==> config.mk <==
export PLATFORM = sky130hd
export DESIGN_NAME = scc_top
export DESIGN_NICKNAME = d
export VERILOG_FILES = /design/src/scc_pkg.sv /design/src/scc_policy.sv /design/src/scc_thresh.sv /design/src/scc_top.sv
export SDC_FILE = /design/constraint.sdc
export NUM_CORES = 1
export LEC_CHECK = 0
export BUFFER_PORTS_ARGS = -buffer_cell sky130_fd_sc_hd__buf_2
export CAP_MARGIN = 0
export CORE_MARGIN = 3
export CORE_UTILIZATION = 50
export CTS_BUF_LIST = sky130_fd_sc_hd__clkbuf_16
export DETAILED_ROUTE_END_ITERATION = 12
export PLACE_DENSITY = 0.85
export SYNTH_ARGS = -nofsm -noshare
export SYNTH_HDL_FRONTEND = slang
export SYNTH_SLANG_ARGS = --single-unit
export TNS_END_PERCENT = 10
==> constraint.sdc <==
create_clock -name pclk -period 6.4 [get_ports pclk]
set_input_delay 0.32 -clock pclk [delete_from_list [all_inputs] [get_ports pclk]]
set_output_delay 0.32 -clock pclk [all_outputs]
set_load 0.01 [all_outputs]
==> src/scc_pkg.sv <==
// switch congestion control: shared constants, offsets, reset values
// assumes a single pclk domain; all users import scc_pkg::*
// Function
// - pause only with fc enabled, partner capable
// - fc partner full duplex: drop off
// - backpressure on half duplex, drop off
// - drop on otherwise when drop enabled
// - violating enqueue moves fc or backpressure source to xoff
// - windows kept per port from events
// - xon event in xon is ignored
// - every xoff trigger of a pause (fc) port sends max pause
// - violating enqueue signals fc source pause frame
// - non-local packet collided when half, xoff
// - lookup clears mask if drop and congested
// - congested: drop enable, any xoff, zero reservation
// - starvation threshold nine, decide on virtual free
// - virtual free is free minus reserve constant
// - reservation is max minus queue, floor zero
// - total reservation sums queues zero to nine
// - xoff entry conditions on free and reservation
// - all ports leave xoff above xon threshold
// - xon threshold half buffers plus xoff minus twenty; here xon_thr is a fixed register, reset from the memory size table
// - per memory size xon and rmax table
// - xoff level never below total reservation
package scc_pkg;

    // ********************************
    // sizes
    // ********************************
    localparam int NPORT = 8;
    localparam int NQ    = 10;
    localparam int CW    = 10;

    // ********************************
    // apb register map (byte offsets)
    // ********************************
    localparam logic [7:0] OFS_CTRL    = 8'h00;
    localparam logic [7:0] OFS_DUPLEX  = 8'h04;
    localparam logic [7:0] OFS_PARTFC  = 8'h08;
    localparam logic [7:0] OFS_XONTHR  = 8'h0c;
    localparam logic [7:0] OFS_RMAX    = 8'h10;
    localparam logic [7:0] OFS_RESVC   = 8'h14;
    localparam logic [7:0] OFS_MINXOFF = 8'h18;
    localparam logic [7:0] OFS_STATUS  = 8'h1c;
    localparam logic [7:0] OFS_VFREE   = 8'h20;
    localparam logic [7:0] OFS_PSI     = 8'h24;

    // ********************************
    // field positions
    // ********************************
    localparam int CTRL_FC_BIT   = 0;
    localparam int CTRL_DROP_BIT = 1;
    localparam int ST_XOFF_LSB   = 0;
    localparam int ST_DROP_LSB   = 8;
    localparam int ST_CONG_LSB   = 16;

    // ********************************
    // constants and reset values
    // ********************************
    localparam logic [15:0]   PAUSE_MAX  = 16'hffff;
    localparam logic [CW-1:0] STARVE_THR = 10'h009;
    localparam logic [CW-1:0] RESV_C_DEF = 10'h00a;
    localparam logic [CW-1:0] MIN_XOFF_DEF = 10'h01c;
    localparam logic          FC_EN_RST  = 1'b0;
    localparam logic          DROP_EN_RST = 1'b0;

    // memory size selection 0:128KB 1:256KB 2:512KB 3:1MB
    localparam logic [CW-1:0] XON_128K = 10'h02b;
    localparam logic [CW-1:0] XON_256K = 10'h062;
    localparam logic [CW-1:0] XON_512K = 10'h0c6;
    localparam logic [CW-1:0] XON_1M   = 10'h17d;
    localparam logic [4:0]    RMAX_128K = 5'h01;
    localparam logic [4:0]    RMAX_256K = 5'h04;
    localparam logic [4:0]    RMAX_512K = 5'h06;
    localparam logic [4:0]    RMAX_1M   = 5'h08;

endpackage

==> src/scc_policy.sv <==
// per-port choice of pause, backpressure or drop control
// assumes duplex and partner capability are settled levels
`timescale 1ns/1ps
module scc_policy
    import scc_pkg::*;
(
    // feature enables
    input  wire logic              fc_en,
    input  wire logic              drop_en,
    // port status
    input  wire logic [NPORT-1:0]  half,
    input  wire logic [NPORT-1:0]  partner_fc,
    // per-port policy
    output logic      [NPORT-1:0]  fc_act,
    output logic      [NPORT-1:0]  bp_act,
    output logic      [NPORT-1:0]  drop_act
);
    for (genvar p = 0; p < NPORT; p++) begin : g_pol
        assign fc_act[p] = fc_en & ~half[p] & partner_fc[p];
        assign bp_act[p] = fc_en & half[p];
        assign drop_act[p] = drop_en &
                             (~fc_en | (~half[p] & ~partner_fc[p]));
    end
endmodule

==> src/scc_thresh.sv <==
// virtual free count, per-queue reservations and their total
// assumes free count and queue lengths come from same-clock logic
`timescale 1ns/1ps
module scc_thresh
    import scc_pkg::*;
(
    // clock and reset
    input  wire logic                  pclk,
    input  wire logic                  presetn,
    // counts in
    input  wire logic [CW-1:0]         free_cnt,
    input  wire logic [NQ*CW-1:0]      qlen,
    input  wire logic [4:0]            rmax,
    input  wire logic [CW-1:0]         resv_c,
    // derived out, registered
    output logic      [CW-1:0]         omega,
    output logic      [CW-1:0]         psi,
    output logic      [NQ-1:0]         rk_zero
);
    typedef struct packed {
        logic [CW-1:0] omega;
        logic [CW-1:0] psi;
        logic [NQ-1:0] rkz;
    } scc_thr_t;

    scc_thr_t       s_q;
    scc_thr_t       s_d;
    logic [CW-1:0]  rk [NQ];
    logic [CW-1:0]  rmax_w;

    assign rmax_w = {5'h00, rmax};

    for (genvar k = 0; k < NQ; k++) begin : g_rk
        assign rk[k] = (qlen[k*CW +: CW] >= rmax_w) ? '0 :
                       rmax_w - qlen[k*CW +: CW];
    end

    always_comb begin
        s_d = s_q;
        s_d.omega = (free_cnt <= resv_c) ? '0 : free_cnt - resv_c;
        s_d.psi = '0;
        for (int k = 0; k < NQ; k++) begin
            s_d.psi = s_d.psi + rk[k];
            s_d.rkz[k] = (rk[k] == '0);
        end
    end

    always_ff @(posedge pclk or negedge presetn) begin
        if (!presetn) begin
            s_q <= '0;
        end else begin
            s_q <= s_d;
        end
    end

    assign omega   = s_q.omega;
    assign psi     = s_q.psi;
    assign rk_zero = s_q.rkz;
endmodule

==> src/scc_top.sv <==
// congestion control for an eight-port shared-memory switch
// assumes queue, input and forwarding control share pclk
`timescale 1ns/1ps
module scc_top
    import scc_pkg::*;
#(
    parameter logic [1:0] MEM_SEL = 2'h1
)(
    // clock and reset
    input  wire logic                  pclk,
    input  wire logic                  presetn,
    // apb slave
    input  wire logic                  psel,
    input  wire logic                  penable,
    input  wire logic                  pwrite,
    input  wire logic [7:0]            paddr,
    input  wire logic [31:0]           pwdata,
    output logic      [31:0]           prdata,
    output logic                       pready,
    output logic                       pslverr,
    // port status
    input  wire logic [NPORT-1:0]      port_half,
    input  wire logic [NPORT-1:0]      port_partner_fc,
    input  wire logic                  port_status_valid,
    // buffer and queue counts
    input  wire logic [CW-1:0]         free_cnt,
    input  wire logic [NQ*CW-1:0]      qlen,
    // enqueue events from queue control
    input  wire logic                  enq_done,
    input  wire logic [3:0]            enq_src,
    input  wire logic [NQ-1:0]         enq_dst,
    input  wire logic                  enq_bcast,
    // non-local flags from input control
    input  wire logic [NPORT-1:0]      nonlocal,
    // lookup from forwarding control
    input  wire logic                  lk_valid,
    input  wire logic [3:0]            lk_src,
    input  wire logic [NQ-1:0]         lk_mask,
    output logic                       lk_out_valid,
    output logic      [NQ-1:0]         lk_out_mask,
    // transmit mac unit requests
    output logic      [NPORT-1:0]      pause_req,
    output logic      [15:0]           pause_time,
    output logic      [NPORT-1:0]      force_col,
    // windows
    output logic      [NPORT-1:0]      pause_state_window,
    output logic      [NPORT-1:0]      drop_window,
    output logic      [NQ-1:0]         congested
);
    // ********************************
    // reset defaults by memory size
    // ********************************
    // threshold and reservation table
    function automatic logic [CW-1:0] xon_def(input logic [1:0] sel);
        unique case (sel)
            2'h0: xon_def = XON_128K;
            2'h1: xon_def = XON_256K;
            2'h2: xon_def = XON_512K;
            2'h3: xon_def = XON_1M;
        endcase
    endfunction

    function automatic logic [4:0] rmax_def(input logic [1:0] sel);
        unique case (sel)
            2'h0: rmax_def = RMAX_128K;
            2'h1: rmax_def = RMAX_256K;
            2'h2: rmax_def = RMAX_512K;
            2'h3: rmax_def = RMAX_1M;
        endcase
    endfunction

    localparam logic [CW-1:0] XON_RST  = xon_def(MEM_SEL);
    localparam logic [4:0]    RMAX_RST = rmax_def(MEM_SEL);

    // ********************************
    // state
    // ********************************
    typedef struct packed {
        logic             fc_en;
        logic             drop_en;
        logic [NPORT-1:0] half;
        logic [NPORT-1:0] pfc;
        logic [CW-1:0]    xon_thr;
        logic [4:0]       rmax;
        logic [CW-1:0]    resv_c;
        logic [CW-1:0]    min_xoff;
        logic [NPORT-1:0] xoff;
        logic [NPORT-1:0] dropw;
        logic [NPORT-1:0] pause;
        logic [NPORT-1:0] col;
        logic             lk_v;
        logic [NQ-1:0]    lk_m;
        logic [31:0]      rdata;
    } scc_state_t;

    scc_state_t        s_q;
    scc_state_t        s_d;

    logic [CW-1:0]     omega;
    logic [CW-1:0]     psi;
    logic [NQ-1:0]     rk_zero;
    logic [NPORT-1:0]  fc_act;
    logic [NPORT-1:0]  bp_act;
    logic [NPORT-1:0]  drop_act;
    logic [CW-1:0]     xoff_lvl;
    logic [NPORT-1:0]  xoff_cond;
    logic [NQ-1:0]     cong_w;
    logic              any_xoff;
    logic              setup;
    logic              wr_acc;
    logic              addr_ok;

    // ********************************
    // submodules
    // ********************************
    scc_thresh u_thresh (
        .pclk     (pclk),
        .presetn  (presetn),
        .free_cnt (free_cnt),
        .qlen     (qlen),
        .rmax     (s_q.rmax),
        .resv_c   (s_q.resv_c),
        .omega    (omega),
        .psi      (psi),
        .rk_zero  (rk_zero)
    );

    scc_policy u_policy (
        .fc_en      (s_q.fc_en),
        .drop_en    (s_q.drop_en),
        .half       (s_q.half),
        .partner_fc (s_q.pfc),
        .fc_act     (fc_act),
        .bp_act     (bp_act),
        .drop_act   (drop_act)
    );

    // ********************************
    // congestion terms
    // ********************************
    assign any_xoff = |s_q.xoff;

    // xoff level never under total reservation
    assign xoff_lvl = (psi > s_q.min_xoff) ? psi : s_q.min_xoff;

    for (genvar k = 0; k < NPORT; k++) begin : g_cond
        assign xoff_cond[k] = (omega == '0) |
                              ((omega <= xoff_lvl) & rk_zero[k]) |
                              (any_xoff & rk_zero[k]);
    end

    for (genvar k = 0; k < NQ; k++) begin : g_cong
        assign cong_w[k] = s_q.drop_en & any_xoff & rk_zero[k];
    end

    // ********************************
    // apb decode
    // ********************************
    assign setup  = psel & ~penable;
    assign wr_acc = psel & penable & pwrite;

    always_comb begin
        unique case (paddr)
            OFS_CTRL, OFS_DUPLEX, OFS_PARTFC, OFS_XONTHR, OFS_RMAX,
            OFS_RESVC, OFS_MINXOFF, OFS_STATUS, OFS_VFREE,
            OFS_PSI: addr_ok = 1'b1;
            default: addr_ok = 1'b0;
        endcase
    end

    // ********************************
    // next state
    // ********************************
    always_comb begin
        s_d       = s_q;
        s_d.pause = '0;
        s_d.col   = '0;
        s_d.lk_v  = 1'b0;

        if (port_status_valid) begin
            s_d.half = port_half;
            s_d.pfc  = port_partner_fc;
        end

        // read data captured in setup so access needs no wait
        if (setup) begin
            s_d.rdata = '0;
            unique case (paddr)
                OFS_CTRL: begin
                    s_d.rdata[CTRL_FC_BIT]   = s_q.fc_en;
                    s_d.rdata[CTRL_DROP_BIT] = s_q.drop_en;
                end
                OFS_DUPLEX:  s_d.rdata[NPORT-1:0] = s_q.half;
                OFS_PARTFC:  s_d.rdata[NPORT-1:0] = s_q.pfc;
                OFS_XONTHR:  s_d.rdata[CW-1:0]    = s_q.xon_thr;
                OFS_RMAX:    s_d.rdata[4:0]       = s_q.rmax;
                OFS_RESVC:   s_d.rdata[CW-1:0]    = s_q.resv_c;
                OFS_MINXOFF: s_d.rdata[CW-1:0]    = s_q.min_xoff;
                OFS_STATUS: begin
                    s_d.rdata[ST_XOFF_LSB +: NPORT] = s_q.xoff;
                    s_d.rdata[ST_DROP_LSB +: NPORT] = s_q.dropw;
                    s_d.rdata[ST_CONG_LSB +: NQ]    = cong_w;
                end
                OFS_VFREE:   s_d.rdata[CW-1:0]    = omega;
                OFS_PSI:     s_d.rdata[CW-1:0]    = psi;
                default:     s_d.rdata            = '0;
            endcase
        end

        if (wr_acc) begin
            unique case (paddr)
                OFS_CTRL: begin
                    s_d.fc_en   = pwdata[CTRL_FC_BIT];
                    s_d.drop_en = pwdata[CTRL_DROP_BIT];
                end
                // software override; next status update replaces it
                OFS_DUPLEX:  s_d.half     = pwdata[NPORT-1:0];
                OFS_PARTFC:  s_d.pfc      = pwdata[NPORT-1:0];
                // software programs the fixed xon level
                OFS_XONTHR:  s_d.xon_thr  = pwdata[CW-1:0];
                OFS_RMAX:    s_d.rmax     = pwdata[4:0];
                OFS_RESVC: begin
                    s_d.resv_c = (pwdata[CW-1:0] > STARVE_THR) ?
                                 pwdata[CW-1:0] : RESV_C_DEF;
                end
                OFS_MINXOFF: s_d.min_xoff = pwdata[CW-1:0];
                default: ;
            endcase
        end

        s_d.dropw = drop_act;

        // leave xoff above threshold, all ports at once
        // clearing an xon port changes nothing
        if (omega > s_q.xon_thr) begin
            s_d.xoff = '0;
        end

        // violating enqueue, after the enqueue ends
        if (enq_done && (enq_src < 4'(NPORT))) begin
            if (xoff_cond[enq_src[2:0]] ||
                (enq_bcast && |(enq_dst[NPORT-1:0] & s_q.xoff))) begin
                // set wins over a same-cycle xon
                if (fc_act[enq_src[2:0]] || bp_act[enq_src[2:0]]) begin
                    s_d.xoff[enq_src[2:0]] = 1'b1;
                end
                // repeated on every trigger, even in xoff
                if (fc_act[enq_src[2:0]]) begin
                    s_d.pause[enq_src[2:0]] = 1'b1;
                end
            end
        end

        // collide non-local packets on half-duplex xoff
        s_d.col = nonlocal & bp_act & s_q.xoff;

        // unmask so input control discards it
        if (lk_valid) begin
            s_d.lk_v = 1'b1;
            s_d.lk_m = lk_mask;
            if ((lk_src < 4'(NPORT)) && s_q.dropw[lk_src[2:0]] &&
                |(lk_mask & cong_w)) begin
                s_d.lk_m = '0;
            end
        end
    end

    // ********************************
    // registers
    // ********************************
    // xon, no drop window, no pause after reset
    always_ff @(posedge pclk or negedge presetn) begin
        if (!presetn) begin
            s_q          <= '0;
            s_q.fc_en    <= FC_EN_RST;
            s_q.drop_en  <= DROP_EN_RST;
            s_q.xon_thr  <= XON_RST;
            s_q.rmax     <= RMAX_RST;
            s_q.resv_c   <= RESV_C_DEF;
            s_q.min_xoff <= MIN_XOFF_DEF;
        end else begin
            s_q <= s_d;
        end
    end

    // ********************************
    // outputs
    // ********************************
    assign prdata             = s_q.rdata;
    assign pready             = 1'b1;
    assign pslverr            = psel & penable & ~addr_ok;
    assign pause_req          = s_q.pause;
    assign pause_time         = PAUSE_MAX;
    assign force_col          = s_q.col;
    assign pause_state_window = s_q.xoff;
    assign drop_window        = s_q.dropw;
    assign congested          = cong_w;
    assign lk_out_valid       = s_q.lk_v;
    assign lk_out_mask        = s_q.lk_m;
endmodule

# Word level (Yosys, flattened, before mapping)
# Cells that the tools add are included.
[op_classes]
n_mux = 46
eq_ne = 9
add_sub_neg = 20
n_bitwise = 119
magnitude_cmp = 20
reduce_logical = 28
[op_table]
columns = ["cell", "count"]
rows = [
  ["$mux W10", 17],
  ["$logic_not A10 Y1", 11],
  ["$ge A10 B5 Y1", 10],
  ["$sub A5 B10 Y10", 10],
  ["$add A10 B10 Y10", 9],
  ["$mux W8", 9],
  ["$and A1 B1 Y1", 71],
  ["$mux W51", 1],
  ["$eq A8 B5 Y1 const B", 4],
  ["$mux W16", 2],
  ["$pmux W3 S9", 1],
  ["$and A8 B8 Y8", 3],
  ["$or A1 B1 Y1", 24],
  ["$pmux W3 S8", 1],
  ["$gt A10 B10 Y1", 2],
  ["$le A10 B10 Y1", 2],
  ["$pmux W2 S10", 1],
  ["$reduce_or A10 Y1", 2],
  ["$not A1 Y1", 19],
  ["$eq A8 B4 Y1 const B", 2],
  ["$eq A8 B6 Y1 const B", 2],
  ["$reduce_or A8 Y1", 2],
  ["$bmux W1 S3", 4],
  ["$pmux W2 S6", 1],
  ["other kinds (16)", 32],
]
[totals]
out_inout_bits = 103
register_bits = 152
elab_cells = 260

# Logic depth before layout (Yosys ltp)
# Gate-level depths: netlist of the first run.
[depth]
depth_word = 11
ltp_mapped = 28

# By module
# A second synthesis of the first run with hierarchy kept.
[hier_totals]
hier_cells = 1455
area_unflattened_um2 = 13688.1
[by_module_without_submodules]
columns = ["module", "instances", "cells_per_inst", "area_each_um2", "seq_area_each_um2"]
rows = [
  ["scc_top", 1, 724, 7365.8, 3064.2],
  ["scc_thresh", 1, 696, 6087.1, 750.7],
  ["scc_policy", 1, 35, 235.2, 0.0],
]

# Worst setup path after synthesis of the first run
# Ideal clock, no wire load.
[synth_timing]
kind = "reg2reg"
startpoint = "register s_q[96] (netlist name)"
endpoint = "register u_thresh.s_q (netlist bit u_thresh.psi[9])"
path_buffers = 0
slack_ps = 56
stages_incl_launch_ff = 24
arrival_ps = 6264
period_less_slack_ps = 6344
t_required_ps = 6320
path_cell_list = "dfrtp_1 fa_1 a21o_1 a21oi_1 nor2b_1 o221ai_1 nor2_1 fa_1 fa_1 fa_1 inv_1 fa_1 inv_1 fa_1 inv_1 fa_1 inv_1 a21oi_1 o21bai_1 a21o_1 a21oi_1 o21ai_0 xnor2_1 xnor2_1"
[synth_lines]
columns = ["item", "line", "rtl"]
rows = [
  ["end signal, assigned", "scc_thresh.sv:50", "s_q <= '0;"],
  ["end signal, assigned", "scc_thresh.sv:52", "s_q <= s_d;"],
  ["end, declared", "scc_thresh.sv:26", "scc_thr_t s_q;"],
]

==> run summary, run 1 <==
most common cell in the netlist -> inv_1
Syn Std Cell Area -> 13400 um2
worst skew pair latency -> 0.42 ns
Unique masters post-synth -> 77
Inst Count DP -> 1992
Overflow after GRT -> 0
Top delay family on crit path -> adder cells
gr busiest metal -> met2
top post-synthesis cells by count -> inv_1, dfrtp_1, ha_1
Initial Util -> 0.512
Final ANT Viol Nets -> 0
grt met2 use -> 0.485
CTS max path bufs -> 2
chip height -> 170 um
dpl cell area -> 14800 um2
setup slack, reg-to-reg -> 0.16 ns
die area -> 28900 um2
Logic pwr share -> 0.261
Seq pwr share -> 0.363
clock sinks -> 152
H-Tree Depth -> 4
number of DRC markers in iteration 0 -> 1336
synth-to-layout area growth -> 16.3%
FFs w/ async S/R, synth -> 1.00
fin cells -> 2030
CTS Buf Count -> 17
port bufs -> 266
largest cells by area after synthesis -> dfrtp_1, fa_1, ha_1
nets@finish -> 2072
# DRC -> 0
final hold vios -> 0
final WL -> 41800 um
crit path time final -> 6.24 ns
root buf cell -> clkbuf_16
met1 Use GR -> 0.357
Max-Cap Viols -> 0
Switch Pwr -> 907 uW
fillcell total -> 2204
via count -> 11800
met3 usage -> 0.0467
final setup vio count -> 0
P_int -> 2050 uW
dpl hpwl -> 33300 um
Max stage delay cell, worst path -> fa_1
setup_tns -> 0 ns
FF+latch count, synth -> 152
Vias/cell -> 5.83
Syn Area/Cell -> 9.34 um2
Leak -> 0.00804 uW
Clock Power Share -> 0.376
critical setup path kind -> reg -> reg
gpl congestion -> 0.988
Final Cell Area -> 15600 um2
crit-path cells -> buf_12, ha_1, o21ai_0, o21ba_1, o2111ai_4, buf_4, nor3b_1, fa_1, fa_1, fa_1, fa_1, inv_1, fa_1, inv_1, ha_1, a21oi_1, o21bai_1, a21o_1, a21oi_2, o21ai_1, xnor2_1, xnor2_1
Synth area leader -> dfrtp_1
ys flop type -> dfrtp_1
crit-path most repeated cell -> fa_1
DR pass1 iterations -> 9
TritonCTS clock tree -> done
post-synthesis cell count -> 1437
Crit path required time -> 6.75 ns
Syn. warnings -> 0
EDFF count, synth -> 0
I/O pins -> 314
FP Rows -> 59
peak supply drop -> 0.000125 V
initial antenna violation count -> 1
Die X -> 170 um
core area -> 26200 um2
crit path buf inv count -> 4
Final Util -> 0.596
critical path arrival -> 6.59 ns
register area share after synthesis -> 0.284
CP Max Fanout -> 11
mean routed wirelength per cell -> 20.6 um
final clock skew -> 0.00633 ns
Tcrit/Tclk final -> 0.975
share of layout cells above drive strength 1 -> 0.253
status -> finished clean
Tot GR Track Use -> 0.282
first-pass GRT wire length -> 63100 um
Slew HR -> 0.181
crit-path max cell delay -> 0.59 ns
max-slew violation count -> 0
clk slew on worst S/H paths -> 0.06 ns
Startpoint Class -> flip-flop
post-synth top area share -> 0.266
Post-Route Hold Slack -> 0.118 ns
Tightest Pin Transition -> 1.23 ns
Power Density -> 189 nW/um2
via count of the first global-routing pass -> 11600
Worst Setup End Kind -> flip-flop
largest net degree at the start of global routing -> 95
Sw Ratio -> 0.307
Hold/Removal Path Class -> in -> reg
fmax -> 160 MHz
==> flip-flops by register name, summed over array words and instances, names as in the netlist <==
signal,flops
drop_window,8
force_col,8
lk_out_mask,10
lk_out_valid,1
pause_req,8
pause_state_window,8
prdata,26
s_q,53
u_thresh.omega,10
u_thresh.psi,10
u_thresh.rk_zero,10
==> power groups by stage <==
stage	Clock (uW)	Combinational (uW)	Sequential, uW
2_1_floorplan	0	563	1050
5_1_grt	1160	862	1070
6_report	1110	772	1070
3_3_place_gp	0	756	1080
4_1_cts	1130	774	1070
3_5_place_dp	0	779	1090
==> through the flow <==
step           setup slack (ns)  power, uW
6_report                  0.158       2960
3_5_place_dp            -0.0475       1860
5_1_grt                 -0.0746       3100
3_3_place_gp             0.0847       1840
2_1_floorplan            0.0560       1620
4_1_cts                  0.0517       2970
==> cells by family after synthesis <==
| kind of cell | after synthesis | synth area share |
|---|---|---|
| simple gates | 375 | 0.145 |
| compound gates | 310 | 0.156 |
| buf+inv | 300 | 0.109 |
| flops | 152 | 0.284 |
| mux | 71 | 0.0617 |
| other cells | 2 | 0.000559 |
| xor+xnor | 47 | 0.0327 |
| fa+ha+maj | 180 | 0.211 |
==> final cells by class <==
cell class	count	area (um2)	share of cell area
clock buffer	17	425	0.0272
timing repair buffer	306	1680	0.108
tap	335	419	0.0268
inverter	178	668	0.0428
antenna	1	2.50	0.000160
multi-input combinational	1026	8380	0.537
sequential	152	3820	0.245
clock inverter	15	221	0.0142
==> worst paths after layout <==
path | cells after the start | endpoint | startpoint
max in group asynchronous | 3 | u_thresh.psi[1] | presetn
setup reg to reg | 22 | u_thresh.psi[9] | s_q[98]
hold / removal | 3 | lk_out_mask[1] | lk_mask[1]
hold reg to reg | 2 | prdata[10] | prdata[10]
min in group asynchronous | 2 | force_col[3] | presetn
setup / recovery | 22 | u_thresh.psi[9] | s_q[98]
==> tightest hold or removal path: cells and delay by family <==
kind | cells | cell delay (ns)
simple gates | 1 | 0.04
buf+inv | 1 | 0.09
compound gates | 1 | 0.06
==> layer usage <==
layer | up-vias | wire [um]
met3 | 116 | 3240
li1 | 5356 | -
met4 | 0 | 1680
met2 | 623 | 20400
met1 | 5730 | 16500
met5 | - | 0
==> what timing repair did <==
item                                    CTS  global route
pin swaps                                 1             9
hold buffers                              1             0
buffers inserted                          0             4
gates resized for setup                   2            25
endpoints found under the setup margin    1             3
endpoints found under the hold margin    19             0
==> cell usage in the layout (no fill, tap or decap), drive strengths merged, types with 21 or more instances in the layout <==
cell type	synthesis	layout
a21o	21	21
a21oi	58	58
buf	92	305
conb	2	43
dfrtp	143	143
fa	77	77
ha	103	103
inv	178	182
mux2	34	34
mux2i	31	31
nand2	95	95
nand3	23	23
nor2	78	78
nor2b	26	26
nor3	32	32
o21a	23	23
o21ai	77	77
xnor2	32	32
No activity file was read; power rests on OpenSTA's default activity.
==> inputs of run 2 (changes only) <==
--- a/config.mk
+++ b/config.mk
@@ -8,10 +8,10 @@
 export BUFFER_PORTS_ARGS = -buffer_cell sky130_fd_sc_hd__buf_2
 export CAP_MARGIN = 0
 export CORE_MARGIN = 3
-export CORE_UTILIZATION = 50
+export CORE_UTILIZATION = 55
 export CTS_BUF_LIST = sky130_fd_sc_hd__clkbuf_16
 export DETAILED_ROUTE_END_ITERATION = 12
-export PLACE_DENSITY = 0.85
+export PLACE_DENSITY = 0.88
 export SYNTH_ARGS = -nofsm -noshare
 export SYNTH_HDL_FRONTEND = slang
 export SYNTH_SLANG_ARGS = --single-unit
==> constraint.sdc (replaced) <==
create_clock -name pclk -period 7.6 [get_ports pclk]
set_input_delay 0.38 -clock pclk [delete_from_list [all_inputs] [get_ports pclk]]
set_output_delay 0.38 -clock pclk [all_outputs]
set_load 0.01 [all_outputs]
==> run summary, run 2 (synthesis gave the netlist of run 1 again) <==
max-slew violation count -> 0
Die X -> 162 um
clock sinks -> 152
port bufs -> 266
Final Cell Area -> 15200 um2
gpl congestion -> 0.992
crit-path max cell delay -> 0.56 ns
peak supply drop -> 0.000160 V
Tot GR Track Use -> 0.297
Crit path required time -> 7.95 ns
I/O pins -> 314
Post-Route Hold Slack -> 0.180 ns
Slew HR -> 0.160
Vias/cell -> 5.79
crit path time final -> 6.88 ns
initial antenna violation count -> 3
CTS resizes -> 0
FP Rows -> 56
Overflow after GRT -> 0
critical path arrival -> 7.23 ns
first-pass GRT wire length -> 61100 um
Reg with most FFs -> s_q
final setup vio count -> 0
Worst Setup End Kind -> flip-flop
crit-path most repeated cell -> fa_1
fin cells -> 1984
status -> finished clean
worst skew pair latency -> 0.42 ns
CTS max path bufs -> 2
Initial Util -> 0.565
CTS Buf Count -> 17
synth-to-layout area growth -> 13.0%
setup_tns -> 0 ns
RSZ-0062 raised after global routing -> false
Startpoint Class -> flip-flop
die area -> 26300 um2
Final Util -> 0.639
final clock skew -> 0.00941 ns
nets@finish -> 2041
Final ANT Viol Nets -> 0
critical setup path kind -> reg -> reg
Leak -> 0.00785 uW
mean routed wirelength per cell -> 19.8 um
root buf cell -> clkbuf_16
DR pass1 iterations -> 8
max reg flops -> 53
# DRC -> 0
TritonCTS clock tree -> done
Max stage delay cell, worst path -> fa_1
core area -> 23800 um2
Inst Count DP -> 1949
most frequent cells in the layout -> buf_2, inv_1, dfrtp_1
Tcrit/Tclk final -> 0.905
final WL -> 39200 um
final hold vios -> 0
via count -> 11500
Tightest Pin Transition -> 1.26 ns
H-Tree Depth -> 4
clk slew on worst S/H paths -> 0.07 ns
setup slack, reg-to-reg -> 0.72 ns
CP Max Fanout -> 10
dpl hpwl -> 31600 um
Hold/Removal Path Class -> in -> reg
via count of the first global-routing pass -> 11600
share of layout cells above drive strength 1 -> 0.226
number of DRC markers in iteration 0 -> 1198
fmax -> 145 MHz
commonest non-fill, non-tap cell in the layout -> buf_2
Max-Cap Viols -> 0
chip height -> 162 um
Power Density -> 157 nW/um2
largest net degree at the start of global routing -> 84
dpl cell area -> 14600 um2
run 2: cell count changes in the layout (fill, tap and decap cells not counted), sizes merged:
cell      previous run  this run
inv                182       181
diode                1         2
clkinv               4         6
buf                305       274
clkinvlp             2         4
bufinv               5         2
run 2: path summary, 6_finish.rpt:
path	startpoint	to	cells after the start
max	s_q[95]	u_thresh.psi[9]	25
min in group asynchronous	presetn	force_col[1]	2
max in group asynchronous	presetn	prdata[16]	3
min reg2reg	prdata[12]	prdata[12]	2
min	lk_mask[8]	lk_out_mask[8]	3
max reg2reg	s_q[95]	u_thresh.psi[9]	25
run 2: area by class of cell:
cell class / count / area, um2
fillers: 1899 / 8580
multi-input cells: 1026 / 8300
flip-flops and latches: 152 / 3810
repair buffers: 275 / 1410
inverters: 178 / 668
clock buffers: 17 / 425
well taps: 319 / 399
clock inverters: 15 / 154
diodes: 2 / 5.00
run 2: layer usage:
layer / vias to the layer above / share of wire / global-route usage
li1: 5286 / - / -
met5: - / 0.00031 / 0
met4: 2 / 0.040 / 0.126
met1: 5484 / 0.40 / 0.373
met3: 112 / 0.079 / 0.0431
met2: 607 / 0.48 / 0.512
run 2: critical path: cells and delay by family (launching register included):
kind                     cells  cell delay [ns]
buffers and inverters        6             0.72
AND/OR/NAND/NOR              2             0.20
adder cells (fa/ha/maj)      8             3.69
flip-flops                   1             0.40
XOR/XNOR                     2             0.31
AO/OA/AOI/OAI                7             1.48
run 2: what timing repair did:
item                                   CTS  global route
hold buffers                             1             0
endpoints found under the hold margin   62             0
buffers inserted                         0             0
run 2: power breakdown:
group,internal (uW),switching [uW]
logic,309,343
clock network,484,343
registers,848,55.0
total,1640,741
run 2: through the flow:
stage          worst slack (ns)  power, uW
2_1_floorplan              1.26       1360
3_3_place_gp              0.851       1530
3_5_place_dp              0.785       1550
4_1_cts                   0.752       2380
5_1_grt                   0.296       2500
6_report                  0.720       2380
